**src/design/rxs_pkg.sv**
```systemverilog
// What this block does
// - Answer every controller command except third-party ones other than address request for another address, move menus/data/programs
// - Keep transfer error, report on status query
// - Third-party controller: refuse program transfers
// - Third-party timer/counter upload returns timer state
// - Third-party commands other than address request act only on address match
// - Address request allowed from third-party controller only
// - Exit aborts; hang-up drops DTR until execute
// - Execute raises DTR, then wait for DSR
// - After DSR raise RTS, wait CTS and CD
// - Flag buffer-capacity error on oversized download
// - Reject upload not starting at first block
// - Flag empty block range and empty buffer
// - Invalid menus reset menus; flag unusable menus
// - Flag modem handshake failure on RTS/CTS timeout
// - Flag conditional lead test without trigger
// - Reject model-only commands as invalid operation
// - Refuse transfers until identify request synchronises link
// - Bit rate selectable from 9600 down to 200
package rxs_pkg;

  // ****************************************
  // Timing
  // ****************************************
  localparam int unsigned CLK_HZ        = 10_000_000;
  localparam int unsigned HS_TIMEOUT_US = 1000;
  localparam int unsigned US_HZ         = 1_000_000;

  // ****************************************
  // Register map
  // ****************************************
  localparam logic [7:0] OFF_CTRL = 8'h00;
  localparam logic [7:0] OFF_ADDR = 8'h04;
  localparam logic [7:0] OFF_BUF  = 8'h08;
  localparam logic [7:0] OFF_TMR  = 8'h0C;
  localparam logic [7:0] OFF_STAT = 8'h10;
  localparam logic [7:0] OFF_ERR  = 8'h14;
  localparam int unsigned CTRL_EXEC     = 0;
  localparam int unsigned CTRL_EXIT     = 1;
  localparam int unsigned CTRL_HANG     = 2;
  localparam int unsigned CTRL_BAUD_LSB = 4;
  localparam logic [2:0]  BAUD_RST      = 3'h0;
  localparam logic [1:0]  RESP_OKAY     = 2'h0;
  localparam logic [1:0]  RESP_SLVERR   = 2'h2;

  // ****************************************
  // Commands, errors, states
  // ****************************************
  typedef enum logic [3:0] {
    OP_UPL_MENUS = 4'h0, OP_UPL_DATA = 4'h1, OP_UPL_APPL = 4'h2, OP_STATUS = 4'h3,
    OP_IDENT     = 4'h4, OP_DNL_MENUS = 4'h5, OP_DNL_DATA = 4'h6, OP_DNL_APPL = 4'h7,
    OP_UPL_TMRCNT = 4'h8, OP_ADDR_REQ = 4'h9, OP_MODEL_ONLY = 4'hA
  } rxs_op_t;

  typedef enum logic [3:0] {
    ERR_NONE = 4'h0, ERR_BUF_SMALL = 4'h1, ERR_START_FIRST = 4'h2, ERR_NO_DATA = 4'h3,
    ERR_BUF_EMPTY = 4'h4, ERR_CONV_RESET = 4'h5, ERR_MENU_INCOMPAT = 4'h6,
    ERR_HS_FAIL = 4'h7, ERR_INV_MONSIM = 4'h8, ERR_INV_OP = 4'h9, ERR_NOT_SYNCED = 4'hA,
    ERR_APPL_REFUSED = 4'hB
  } rxs_err_t;

  typedef enum logic [4:0] {
    ST_IDLE = 5'h01, ST_WAIT_DSR = 5'h02, ST_WAIT_CTS = 5'h04, ST_LINKED = 5'h08,
    ST_XFER = 5'h10
  } rxs_state_t;

  typedef enum logic [1:0] {RSP_OK = 2'h0, RSP_REJECT = 2'h1, RSP_DATA = 2'h2} rxs_kind_t;

  typedef struct packed {
    rxs_op_t    op;
    logic       third_party;
    logic [7:0] addr;
    logic [7:0] start_blk;
    logic [7:0] end_blk;
    logic [7:0] length;
    logic       menu_valid;
    logic       menu_usable;
    logic       trig_missing;
  } rxs_cmd_t;

  typedef struct packed {
    rxs_kind_t   kind;
    rxs_err_t    err;
    logic [31:0] data;
  } rxs_rsp_t;

  // Bit-rate divisor for each selection
  function automatic logic [15:0] rxs_baud_div(input logic [2:0] sel);
    int unsigned rate;
    unique case (sel)
      3'h0: rate = 9600;
      3'h1: rate = 4800;
      3'h2: rate = 2400;
      3'h3: rate = 1200;
      3'h4: rate = 600;
      3'h5: rate = 300;
      default: rate = 200;
    endcase
    return 16'(CLK_HZ / rate);
  endfunction

endpackage

```
**src/design/rxs_top.sv**
```systemverilog
// The implementer's own choices: the AXI4-Lite interface to the registers and the address map.
`timescale 1ns/1ps
module rxs_top import rxs_pkg::*; #(
  parameter int unsigned HS_TIMEOUT_CYC = HS_TIMEOUT_US * (CLK_HZ / US_HZ),
  parameter logic [31:0] IDENTIFY_REQUEST_COMMAND       = 32'h0000_5A5A  // Arbitrary value
) (
  input  wire logic        i_clk,
  input  wire logic        i_rst_b,
  input  wire logic        i_awvalid,
  output logic             o_awready,
  input  wire logic [7:0]  i_awaddr,
  input  wire logic        i_wvalid,
  output logic             o_wready,
  input  wire logic [31:0] i_wdata,
  input  wire logic [3:0]  i_wstrb,
  output logic             o_bvalid,
  input  wire logic        i_bready,
  output logic [1:0]       o_bresp,
  input  wire logic        i_arvalid,
  output logic             o_arready,
  input  wire logic [7:0]  i_araddr,
  output logic             o_rvalid,
  input  wire logic        i_rready,
  output logic [31:0]      o_rdata,
  output logic [1:0]       o_rresp,
  input  wire logic        i_dsr,
  input  wire logic        i_cts,
  input  wire logic        i_cd,
  output logic             o_dtr,
  output logic             o_rts,
  input  wire logic        i_cmd_valid,
  output logic             o_cmd_ready,
  input  wire rxs_cmd_t    i_cmd,
  output logic             o_rsp_valid,
  output rxs_rsp_t         o_rsp,
  output logic             o_word_strobe
);

  localparam int unsigned HS_W = $clog2(HS_TIMEOUT_CYC + 1);
  localparam logic [HS_W-1:0] HS_LAST = HS_W'(HS_TIMEOUT_CYC - 1);

  typedef struct packed {
    rxs_state_t  fsm;
    logic        dtr;
    logic        rts;
    logic        synced;
    logic        menus_reset;
    rxs_err_t    err;
    logic [15:0] baud_cnt;
    logic        tick;
    logic [HS_W-1:0] hs_cnt;
    logic [7:0]  xfer_cnt;
    logic [7:0]  slave_addr;
    logic [7:0]  first_blk;
    logic [7:0]  blk_count;
    logic [7:0]  capacity;
    logic [31:0] tmrcnt;
    logic [2:0]  baud_sel;
    logic        exec_req;
    logic        exit_req;
    logic        hang_req;
    logic        cmd_ready;
    logic        rsp_valid;
    rxs_rsp_t    rsp;
    logic        word_strobe;
    logic        aw_got;
    logic        w_got;
    logic [7:0]  aw_addr;
    logic [31:0] wdata;
    logic [3:0]  wstrb;
    logic        awready;
    logic        wready;
    logic        bvalid;
    logic [1:0]  bresp;
    logic        arready;
    logic        rvalid;
    logic [31:0] rdata;
    logic [1:0]  rresp;
  } rxs_st_t;

  rxs_st_t st_r;
  rxs_st_t st_nxt;

  // Byte-lane merge of a write
  function automatic logic [31:0] wmerge(input logic [31:0] old, input logic [31:0] d,
                                         input logic [3:0] s);
    logic [31:0] r;
    r = old;
    for (int b = 0; b < 4; b++) begin
      if (s[b]) begin
        r[b*8 +: 8] = d[b*8 +: 8];
      end
    end
    return r;
  endfunction

  logic take;
  logic hit;
  logic third_app;
  assign take      = i_cmd_valid && st_r.cmd_ready;
  assign hit       = !i_cmd.third_party || (i_cmd.addr == st_r.slave_addr)
                     || (i_cmd.op == OP_ADDR_REQ);
  assign third_app = i_cmd.third_party && (i_cmd.op == OP_UPL_APPL || i_cmd.op == OP_DNL_APPL);

  // ****************************************
  // Next state
  // ****************************************
  always_comb begin
    logic [31:0] bufw;
    logic [31:0] ctlw;
    rxs_err_t    e;
    logic        go;
    logic [7:0]  len;
    st_nxt = st_r;
    bufw = '0;
    ctlw = '0;
    e = ERR_NONE;
    go = 1'b0;
    len = 8'h00;
    st_nxt.exec_req = 1'b0;
    st_nxt.exit_req = 1'b0;
    st_nxt.hang_req = 1'b0;
    st_nxt.rsp_valid = 1'b0;
    st_nxt.word_strobe = 1'b0;
    st_nxt.tick = 1'b0;

    // Bit-rate divider
    if (st_r.baud_cnt >= rxs_baud_div(st_r.baud_sel) - 16'h0001) begin
      st_nxt.baud_cnt = 16'h0000;
      st_nxt.tick = 1'b1;
    end else begin
      st_nxt.baud_cnt = st_r.baud_cnt + 16'h0001;
    end

    // AXI4-Lite write
    if (i_awvalid && st_r.awready) begin
      st_nxt.aw_got = 1'b1;
      st_nxt.aw_addr = i_awaddr;
    end
    if (i_wvalid && st_r.wready) begin
      st_nxt.w_got = 1'b1;
      st_nxt.wdata = i_wdata;
      st_nxt.wstrb = i_wstrb;
    end
    if (st_r.bvalid && i_bready) begin
      st_nxt.bvalid = 1'b0;
    end
    if (st_r.aw_got && st_r.w_got && !st_r.bvalid) begin
      st_nxt.aw_got = 1'b0;
      st_nxt.w_got = 1'b0;
      st_nxt.bvalid = 1'b1;
      st_nxt.bresp = RESP_OKAY;
      ctlw = wmerge({25'h0, st_r.baud_sel, 4'h0}, st_r.wdata, st_r.wstrb);
      bufw = wmerge({8'h00, st_r.capacity, st_r.blk_count, st_r.first_blk},
                    st_r.wdata, st_r.wstrb);
      unique case (st_r.aw_addr)
        OFF_CTRL: begin
          st_nxt.baud_sel = ctlw[CTRL_BAUD_LSB +: 3];
          st_nxt.exec_req = st_r.wstrb[0] && st_r.wdata[CTRL_EXEC];
          st_nxt.exit_req = st_r.wstrb[0] && st_r.wdata[CTRL_EXIT];
          st_nxt.hang_req = st_r.wstrb[0] && st_r.wdata[CTRL_HANG];
        end
        OFF_ADDR: st_nxt.slave_addr = st_r.wstrb[0] ? st_r.wdata[7:0] : st_r.slave_addr;
        OFF_BUF: begin
          st_nxt.first_blk = bufw[7:0];
          st_nxt.blk_count = bufw[15:8];
          st_nxt.capacity = bufw[23:16];
        end
        OFF_TMR: st_nxt.tmrcnt = wmerge(st_r.tmrcnt, st_r.wdata, st_r.wstrb);
        default: st_nxt.bresp = RESP_SLVERR;
      endcase
    end

    // AXI4-Lite read
    if (st_r.rvalid && i_rready) begin
      st_nxt.rvalid = 1'b0;
    end
    if (i_arvalid && st_r.arready) begin
      st_nxt.rvalid = 1'b1;
      st_nxt.rresp = RESP_OKAY;
      unique case (i_araddr)
        OFF_CTRL: st_nxt.rdata = {25'h0, st_r.baud_sel, 4'h0};
        OFF_ADDR: st_nxt.rdata = {24'h0, st_r.slave_addr};
        OFF_BUF:  st_nxt.rdata = {8'h00, st_r.capacity, st_r.blk_count, st_r.first_blk};
        OFF_TMR:  st_nxt.rdata = st_r.tmrcnt;
        OFF_STAT: st_nxt.rdata = {20'h0, st_r.menus_reset, st_r.synced, st_r.rts, st_r.dtr,
                                  3'h0, st_r.fsm};
        OFF_ERR:  st_nxt.rdata = {28'h0, st_r.err};
        default: begin
          st_nxt.rdata = 32'h0000_0000;
          st_nxt.rresp = RESP_SLVERR;
        end
      endcase
    end

    // Modem handshake and command interpreter
    if (st_r.hang_req) begin
      st_nxt.fsm = ST_IDLE;
      st_nxt.dtr = 1'b0;
      st_nxt.rts = 1'b0;
      st_nxt.synced = 1'b0;
    end else if (st_r.exit_req && st_r.fsm == ST_XFER) begin
      st_nxt.fsm = ST_LINKED;
    end else begin
      unique case (st_r.fsm)
        ST_IDLE: begin
          if (st_r.exec_req) begin
            st_nxt.dtr = 1'b1;
            st_nxt.fsm = ST_WAIT_DSR;
          end
        end
        ST_WAIT_DSR: begin
          if (i_dsr) begin
            st_nxt.rts = 1'b1;
            st_nxt.hs_cnt = '0;
            st_nxt.fsm = ST_WAIT_CTS;
          end
        end
        ST_WAIT_CTS: begin
          st_nxt.hs_cnt = st_r.hs_cnt + HS_W'(1);
          if (i_cts && i_cd) begin
            st_nxt.synced = 1'b0;
            st_nxt.fsm = ST_LINKED;
          end else if (st_r.hs_cnt == HS_LAST) begin
            st_nxt.err = ERR_HS_FAIL;
            st_nxt.rts = 1'b0;
            st_nxt.dtr = 1'b0;
            st_nxt.fsm = ST_IDLE;
          end
        end
        ST_LINKED: begin
          if (!(i_dsr && i_cts && i_cd)) begin
            st_nxt.rts = 1'b0;
            st_nxt.synced = 1'b0;
            st_nxt.fsm = ST_WAIT_DSR;
          end else if (take && hit) begin
            st_nxt.rsp_valid = 1'b1;
            st_nxt.rsp = '{kind: RSP_DATA, err: ERR_NONE, data: 32'h0000_0000};
            len = i_cmd.length;
            if (i_cmd.op == OP_ADDR_REQ) begin
              if (i_cmd.third_party) begin
                st_nxt.rsp.data = {24'h0, st_r.slave_addr};
              end else begin
                e = ERR_INV_OP;
              end
            end else if (i_cmd.op == OP_IDENT) begin
              st_nxt.synced = 1'b1;
              st_nxt.rsp.data = IDENTIFY_REQUEST_COMMAND;
            end else if (!st_r.synced) begin
              e = ERR_NOT_SYNCED;
            end else if (i_cmd.op == OP_STATUS) begin
              st_nxt.rsp.data = {28'h0, st_r.err};
              st_nxt.err = ERR_NONE;
            end else if (i_cmd.op == OP_MODEL_ONLY) begin
              e = ERR_INV_OP;
            end else if (i_cmd.op == OP_UPL_TMRCNT) begin
              if (i_cmd.third_party) begin
                st_nxt.rsp.data = st_r.tmrcnt;
              end else begin
                e = ERR_INV_OP;
              end
            end else if (third_app) begin
              e = ERR_APPL_REFUSED;
            end else if (i_cmd.op == OP_DNL_DATA && i_cmd.length > st_r.capacity) begin
              e = ERR_BUF_SMALL;
            end else if (i_cmd.op == OP_UPL_DATA && st_r.blk_count == 8'h00) begin
              e = ERR_BUF_EMPTY;
            end else if (i_cmd.op == OP_UPL_DATA && i_cmd.start_blk != st_r.first_blk) begin
              e = ERR_START_FIRST;
            end else if (i_cmd.op == OP_UPL_DATA && i_cmd.end_blk < i_cmd.start_blk) begin
              e = ERR_NO_DATA;
            end else if (i_cmd.op == OP_DNL_MENUS && !i_cmd.menu_valid) begin
              e = ERR_CONV_RESET;
              st_nxt.menus_reset = 1'b1;
            end else if (i_cmd.op == OP_DNL_MENUS && !i_cmd.menu_usable) begin
              e = ERR_MENU_INCOMPAT;
            end else if (i_cmd.op == OP_DNL_MENUS && i_cmd.trig_missing) begin
              e = ERR_INV_MONSIM;
            end else begin
              go = 1'b1;
              if (i_cmd.op == OP_UPL_DATA) begin
                len = i_cmd.end_blk - i_cmd.start_blk + 8'h01;
              end
              if (i_cmd.op == OP_DNL_MENUS) begin
                st_nxt.menus_reset = 1'b0;
              end
            end
            if (e != ERR_NONE) begin
              st_nxt.err = e;
              st_nxt.rsp = '{kind: RSP_REJECT, err: e, data: 32'h0000_0000};
            end
            if (go) begin
              st_nxt.rsp_valid = 1'b0;
              st_nxt.xfer_cnt = (len == 8'h00) ? 8'h01 : len;
              st_nxt.fsm = ST_XFER;
            end
          end
        end
        ST_XFER: begin
          if (st_r.tick) begin
            st_nxt.word_strobe = 1'b1;
            st_nxt.xfer_cnt = st_r.xfer_cnt - 8'h01;
            if (st_r.xfer_cnt == 8'h01) begin
              st_nxt.rsp_valid = 1'b1;
              st_nxt.rsp = '{kind: RSP_OK, err: ERR_NONE, data: 32'h0000_0000};
              st_nxt.fsm = ST_LINKED;
            end
          end
        end
      endcase
    end

    st_nxt.awready = !st_nxt.aw_got && !st_nxt.bvalid;
    st_nxt.wready = !st_nxt.w_got && !st_nxt.bvalid;
    st_nxt.arready = !st_nxt.rvalid;
    st_nxt.cmd_ready = (st_nxt.fsm == ST_LINKED);
  end

  // ****************************************
  // State register
  // ****************************************
  always_ff @(posedge i_clk) begin
    if (!i_rst_b) begin
      st_r <= '0;
      st_r.fsm <= ST_IDLE;
      st_r.err <= ERR_NONE;
      st_r.baud_sel <= BAUD_RST;
    end else begin
      st_r <= st_nxt;
    end
  end

  assign o_awready     = st_r.awready;
  assign o_wready      = st_r.wready;
  assign o_bvalid      = st_r.bvalid;
  assign o_bresp       = st_r.bresp;
  assign o_arready     = st_r.arready;
  assign o_rvalid      = st_r.rvalid;
  assign o_rdata       = st_r.rdata;
  assign o_rresp       = st_r.rresp;
  assign o_dtr         = st_r.dtr;
  assign o_rts         = st_r.rts;
  assign o_cmd_ready   = st_r.cmd_ready;
  assign o_rsp_valid   = st_r.rsp_valid;
  assign o_rsp         = st_r.rsp;
  assign o_word_strobe = st_r.word_strobe;

  logic acc;
  assign acc = take && hit && st_r.fsm == ST_LINKED && i_dsr && i_cts && i_cd;
endmodule

```
**config.mk**
```make
export PLATFORM = sky130hd
export DESIGN_NAME = rxs_top
export DESIGN_NICKNAME = d
export VERILOG_FILES = /design/src/design/rxs_pkg.sv /design/src/design/rxs_top.sv
export SDC_FILE = /design/constraint.sdc
export NUM_CORES = 1
export LEC_CHECK = 0
export ABC_AREA = 1
export BUFFER_PORTS_ARGS = -buffer_cell sky130_fd_sc_hd__buf_2
export CELL_PAD_IN_SITES_DETAIL_PLACEMENT = 1
export CELL_PAD_IN_SITES_GLOBAL_PLACEMENT = 1
export CORE_ASPECT_RATIO = 2
export CORE_MARGIN = 3
export CORE_UTILIZATION = 49
export CTS_CLUSTER_DIAMETER = 150
export CTS_CLUSTER_SIZE = 12
export DETAILED_ROUTE_END_ITERATION = 8
export HOLD_SLACK_MARGIN = 0.03
export PLACE_DENSITY_LB_ADDON = 0.12
export SYNTH_ARGS = -nofsm -noshare
export SYNTH_HDL_FRONTEND = slang
export SYNTH_SLANG_ARGS = --single-unit
export TNS_END_PERCENT = 100
```
**constraint.sdc**
```tcl
create_clock -name i_clk -period 116.7 [get_ports i_clk]
set_input_delay 11.67 -clock i_clk [delete_from_list [all_inputs] [get_ports i_clk]]
set_output_delay 11.67 -clock i_clk [all_outputs]
set_load 0.01 [all_outputs]
```
==> impl_results.md, run 1 <==
- Setup tns final: 0 ns
- Max-cap violations: 0
- Crit share post-route: 0.452
- Vias per cell: 6.05
- WHS: 0.457 ns
- Clock Sinks: 248
- Slack of the critical path: 63.93 ns
- Most frequent CP cell: nand2_1
- PortBufs: 184
- Slew at the pin closest to its max-slew limit: 1.26 ns
- Setup violators final: 0
- # resized after CTS: 0
- Die span in y: 383 µm
- Full die area: 0.0745 mm²
- NumNets Final: 6009
- Slowest stage cell, crit path: a2111oi_0
- Final core occ: 0.514
- Vias: 39713
- Fmax: 18.9 MHz
- Layout cells sized above 1: 0.149
- Post-Route WL: 161000 µm
- Crit end category: flip-flop
- Fin. max-slew vios: 0
- Chip Width: 194 µm
- Post-synth EDFFs: 0
- CTS Hold Buffers Added: 0
- Std cell rows: 137
- Starting density of the core: 0.496
- Clock-pin slew on the worst setup and hold paths: 0.09 ns
- H-tree depth: 1
- Fillers: 10100
- Num CTS Buffers: 24
- CTS tree: built
- Hold path start: st_r[72]
- Initial antenna violation count: 4
- Ys Warns: 0
- Hold path depth: 2
- Reg2Reg Capture Point: st_r[230]
- Antenna Nets Post-Route: 0
- Gpl congestion: 1.03
- Cell count after synthesis: 5616
- Cell taking the most area after synthesis: dfxtp_1
- Area Growth Syn to Fin: 3.53%
- Synth Cell Area: 0.0348 mm²
- FF-to-FF path depth: 271
- All-layer global routing usage: 0.414
- Flip-flop and latch area: 0.00496 mm²
- Vias in the first global route: 42657
- DR iter-0 viols: 1917
- Startpoint Class: flip-flop
- Worst setup path class: reg2reg
- Drt drc: 0
- Worst path max stage delay: 0.77 ns
- Worst hold path class: reg2reg
- Top cells by area, synth: dfxtp_1 14%, nand2_1 13%, ha_1 9.0%
- Setup Skew: 0.0288 ns
- Commonest non-fill, non-tap cells in the layout: 1242 x nand2_1, 687 x inv_1, 583 x nor2_1
- #FFs+latches synth: 248
- Place WS: 64.66 ns
- WL per Instance: 24.5 µm
- Fin crit period: 52.77 ns
- Most common cell after layout, fill and taps aside: nand2_1
- CP required: 117.19 ns
- Core Area: 0.0701 mm²
- Hold path endpoint: st_r[72]
- Arrival time of the worst setup path: 53.26 ns
- Share of the synthesized area in the top cell type: 0.143
- Final hold violations: 0
- Clock Path Buffers: 3
- Area of the multi-input gates: 0.0251 mm²
- Flop-to-flop setup slack: 63.93 ns
- Top Ports: 187
- Post-synthesis sequential area ratio: 0.143
- Dominant synthesized flop cell: dfxtp_1
- Skew-Pair Late Insertion Delay: 0.57 ns
- Global route overflow: 0
- Normalized max-slew margin: 0.157
- Pin count of the biggest net entering global routing: 71
- First-pass GRT wire length: 239000 µm
- TritonRoute pass-1 iters: 8
- Async S/R FF share, synth: 0
- Root buffer cell: clkbuf_16
- Worst r2r src: st_r[133]
- Crit Path Max Fanout: 28
- Avg Inst Size Synth: 6.20 µm²
- RSZ-0062 raised after global routing: false
- Post-CTS Setup Inserts: 0
- Outcome: finished, final reports clean
- Post-DP HPWL: 130000 µm
- Number of library cell types mapped by synthesis: 86
-- metrics by stage --
step / std cells / instance area [µm²]
after CTS: 6556 / 36000
after global placement: 6530 / 35400
final: 6559 / 36000
after floorplan: 5622 / 34800
after global routing: 6556 / 36000
after detailed placement: 6530 / 35400
-- cell families after synthesis --
| family | after synthesis | synth area share |
|---|---|---|
| compound gates | 907 | 0.147 |
| simple gates | 3041 | 0.435 |
| mux | 1 | 0.000288 |
| flops | 248 | 0.143 |
| other cells | 1 | 0.000108 |
| buf+inv | 982 | 0.138 |
| fa+ha+maj | 253 | 0.0918 |
| xor+xnor | 183 | 0.0463 |
-- how the worst max path moves through the flow --
stage | from | to | cells after the start
after detailed placement | st_r[133] | st_r[230] | 274
after global placement | st_r[133] | st_r[228] | 269
after floorplan | st_r[132] | st_r[226] | 306
after CTS | st_r[133] | st_r[230] | 279
final | st_r[133] | st_r[230] | 271
after global routing | st_r[133] | st_r[230] | 277
-- worst max-delay path, delay by kind of cell, from the launching register on --
family          cells  cell delay, ns
simple gates      136           21.82
xor+xnor            1            0.18
fa+ha+maj          27            9.33
buf+inv            44            5.65
compound gates     63           15.09
flops               1            0.49
-- sequential cells by signal, summed over array words and instances (netlist names) --
register / count
o_bresp: 1
o_word_strobe: 1
o_awready: 1
o_arready: 1
o_rts: 1
o_rsp: 38
o_bvalid: 1
o_rresp: 1
o_dtr: 1
o_rsp_valid: 1
o_cmd_ready: 1
o_wready: 1
o_rvalid: 1
o_rdata: 32
st_r: 166
-- cell type report --
cell class / count / share of cell area
sequential: 248 / 0.138
clock buffer: 24 / 0.0167
antenna: 3 / 0.000208
inverter: 755 / 0.0797
timing repair buffer: 232 / 0.0356
tap: 903 / 0.0314
multi-input combinational: 4392 / 0.697
clock inverter: 2 / 0.00128
-- cell usage after synthesis, drive strengths merged (2+ instances only) --
library cell	number
o32ai	3
o2111ai	7
nand3b	27
fa	4
nor3	86
clkdlybuf4s50	2
buf	129
xnor2	60
o211ai	20
nor2	684
inv	727
nor3b	13
o41ai	2
a221oi	8
or2	34
a31oi	18
a32oi	2
dfxtp	248
o221ai	10
nor4	29
ha	249
nand3	525
a22oi	21
o31ai	12
o22ai	7
nand4	162
clkbuf	95
a21o	4
a211oi	13
a21oi	345
a2111oi	5
o21a	16
nand2	1474
o311ai	4
a21boi	5
clkinv	28
and2	2
o21ai	390
o21bai	11
xor2	123
-- routing by layer --
layer / part of all wire / track usage / wire length [µm]
met3: 0.049 / 0.0709 / 7850
met5: 0.00022 / 0 / 35
met2: 0.51 / 0.778 / 82500
met4: 0.14 / 0.475 / 22500
met1: 0.30 / 0.332 / 48000
Power of run 1 is not shown: default switching activity piles up to over one toggle a cycle in this logic, so the estimate is an artifact.
==> run 2, diff against run 1 <==
--- a/config.mk
+++ b/config.mk
@@ -11,7 +11,7 @@
 export CELL_PAD_IN_SITES_GLOBAL_PLACEMENT = 1
 export CORE_ASPECT_RATIO = 2
 export CORE_MARGIN = 3
-export CORE_UTILIZATION = 49
+export CORE_UTILIZATION = 45
 export CTS_CLUSTER_DIAMETER = 150
 export CTS_CLUSTER_SIZE = 12
 export DETAILED_ROUTE_END_ITERATION = 8
==> constraint.sdc (replaced) <==
create_clock -name i_clk -period 51.9 [get_ports i_clk]
set_input_delay 5.19 -clock i_clk [delete_from_list [all_inputs] [get_ports i_clk]]
set_output_delay 5.19 -clock i_clk [all_outputs]
set_load 0.01 [all_outputs]
==> run 2 against run 1 <==
Hold slack worse by 0.0032 ns. Sequential share of layout area is 0.25 points lower. Clock skew is 0.0053 ns higher. Flip-flop and latch count stayed put. Highest routed layer unchanged. Die area is 8.7% higher.
==> impl_results.md, run 2 (synthesis gave the netlist of run 1 again) <==
- NumNets Final: 6049 (+0.67%)
- Clock Path Buffers: 3 (unchanged)
- Global route overflow: 0 (unchanged)
- H-tree depth: 1 (unchanged)
- Pin count of the biggest net entering global routing: 82 (+15%)
- First-pass GRT wire length: 240000 µm (+0.36%)
- WP buf/inv: 47 (+6.8%)
- Most frequent CP cell: nand2_1
- TritonRoute pass-1 iters: 8 (unchanged)
- Antenna Nets Post-Route: 0 (unchanged)
- Drt drc: 0 (unchanged)
- Worst hold path class: reg2reg
- Vias: 39715 (+0.0050%)
- Arrival time of the worst setup path: 48.43 ns (-4.83 ns)
- Final hold violations: 0 (unchanged)
- Cells after DPL: 6648 (+1.8%)
- Core Area: 0.0764 mm² (+9.0%)
- Max-cap violations: 0 (unchanged)
- Full die area: 0.0809 mm² (+8.7%)
- Slew at the pin closest to its max-slew limit: 1.20 ns (-0.0557 ns)
- Layout cells sized above 1: 0.160 (+0.0111)
- Top Ports: 187 (unchanged)
- Setup Skew: 0.0341 ns (+0.00530 ns)
- Die span in y: 399 µm (+4.3%)
- Max FFs per register: 166 (unchanged)
- Crit path max-delay family: simple AND/OR/NAND/NOR gates
- Area Growth Syn to Fin: 5.52%
- Vias in the first global route: 42389 (-0.63%)
- All-layer global routing usage: 0.386 (-0.0279)
- Crit end category: flip-flop
- Most flop-heavy register: st_r
- CTS Hold Buffers Added: 0 (unchanged)
- Slowest stage cell, crit path: o21ai_0
- Dpl cell area: 0.0356 mm² (+0.55%)
- Crit share post-route: 0.924 (+0.472)
- Num CTS Buffers: 24 (unchanged)
- Outcome: finished, final reports clean
- Startpoint Class: flip-flop
- PortBufs: 184 (unchanged)
- Std cell rows: 143 (+4.4%)
- Root buffer cell: clkbuf_16
- Finished Layout Cells: 6710 (+2.3%)
- Worst path max stage delay: 0.49 ns (-0.28 ns)
- Chip Width: 203 µm (+4.2%)
- Starting density of the core: 0.456 (-0.0409)
- CTS tree: built
- DR iter-0 viols: 1727 (-9.9%)
- Fmax: 20.9 MHz (+10%)
- Clock-pin slew on the worst setup and hold paths: 0.10 ns (about the same)
- WL per Instance: 24.3 µm (-1.0%)
- Gpl congestion: 1.06 (+3.1%)
- Initial antenna violation count: 2 (-2)
- Crit Path Max Fanout: 23 (-18%)
- Fin. max-slew vios: 0 (unchanged)
- Setup tns final: 0 ns (unchanged)
- Post-Route WL: 163000 µm (+1.3%)
- Fin crit period: 47.95 ns (-4.82 ns)
- Post-DP HPWL: 132000 µm (+1.5%)
- Setup violators final: 0 (unchanged)
- CP required: 52.38 ns (-64.81 ns)
- Most common cell after layout, fill and taps aside: nand2_1
- Commonest non-fill, non-tap cells in the layout: 1241 x nand2_1, 684 x inv_1, 579 x nor2_1
- Vias per cell: 5.92 (-2.2%)
- Normalized max-slew margin: 0.195 (+0.0378)
- Skew-Pair Late Insertion Delay: 0.57 ns (about the same)
- Worst setup path class: reg2reg
- Post-route cell area: 0.0367 mm² (+1.9%)
- Clock Sinks: 248 (unchanged)
==> run 2: changes by cell type in the layout (fill, tap and decap cells not counted), moves of 6 or more <==
cell     previous run  this run
a21oi_1           337       330
o21ai_0           365       354
buf_4              49        84
nand3_4            18        24
o21ai_1            14        24
==> run 2: stage by stage <==
step                setup slack (ns)  utilization  hold slack [ns]
floorplan                       7.39            -            0.430
global placement                1.68        0.466            0.440
detailed placement           -0.0248        0.466            0.448
CTS                           0.0605        0.474            0.457
global route                  -0.299        0.481            0.472
finish                          3.95        0.481            0.454
==> run 2: layout make-up <==
cell class                 count  area (µm²)
tap                         1015        1270
clock inverter                 2        46.3
multi-input combinational   4396       25400
sequential                   248        4970
inverter                     755        2900
antenna                        2        5.00
clock buffer                  24         601
fill                       10852       39700
timing repair buffer         268        1570
==> run 2: worst register-to-register path: cells and delay by family (launching register included) <==
family                     cells  cell delay [ns]
and+or+nand+nor              137            20.37
AOI/OAI and AO/OA             63            11.84
adders and majority gates     27             9.13
buffers and inverters         47             5.97
DFF                            1             0.44
xor gates and xnor gates       1             0.17
==> run 2: repair_timing <==
action                     CTS  global route
resized for setup            1            62
buffers inserted             0            30
setup endpoints to repair   16            17
pin swaps                    0            12
hold endpoints to repair     0             0
gates cloned                 0             4
==> run 2: worst paths after layout <==
kind	start	end	slack, ns	cells past startpoint
worst min register to register	st_r[69]	st_r[158]	0.45	2
worst max-delay path	st_r[133]	st_r[223]	3.95	275
worst max register to register	st_r[133]	st_r[223]	3.95	275
worst min-delay path	st_r[69]	st_r[158]	0.45	2
==> run 2: metal layers <==
metal / wire (µm) / up-vias / share of wire / GRT usage
met5: 13 / - / 0.000080 / 0
met1: 48200 / 18793 / 0.30 / 0.302
met3: 7540 / 962 / 0.046 / 0.0617
met4: 23500 / 2 / 0.14 / 0.453
met2: 83700 / 1419 / 0.51 / 0.735
li1: - / 18539 / - / -
Power of run 2 is left out for the same reason.
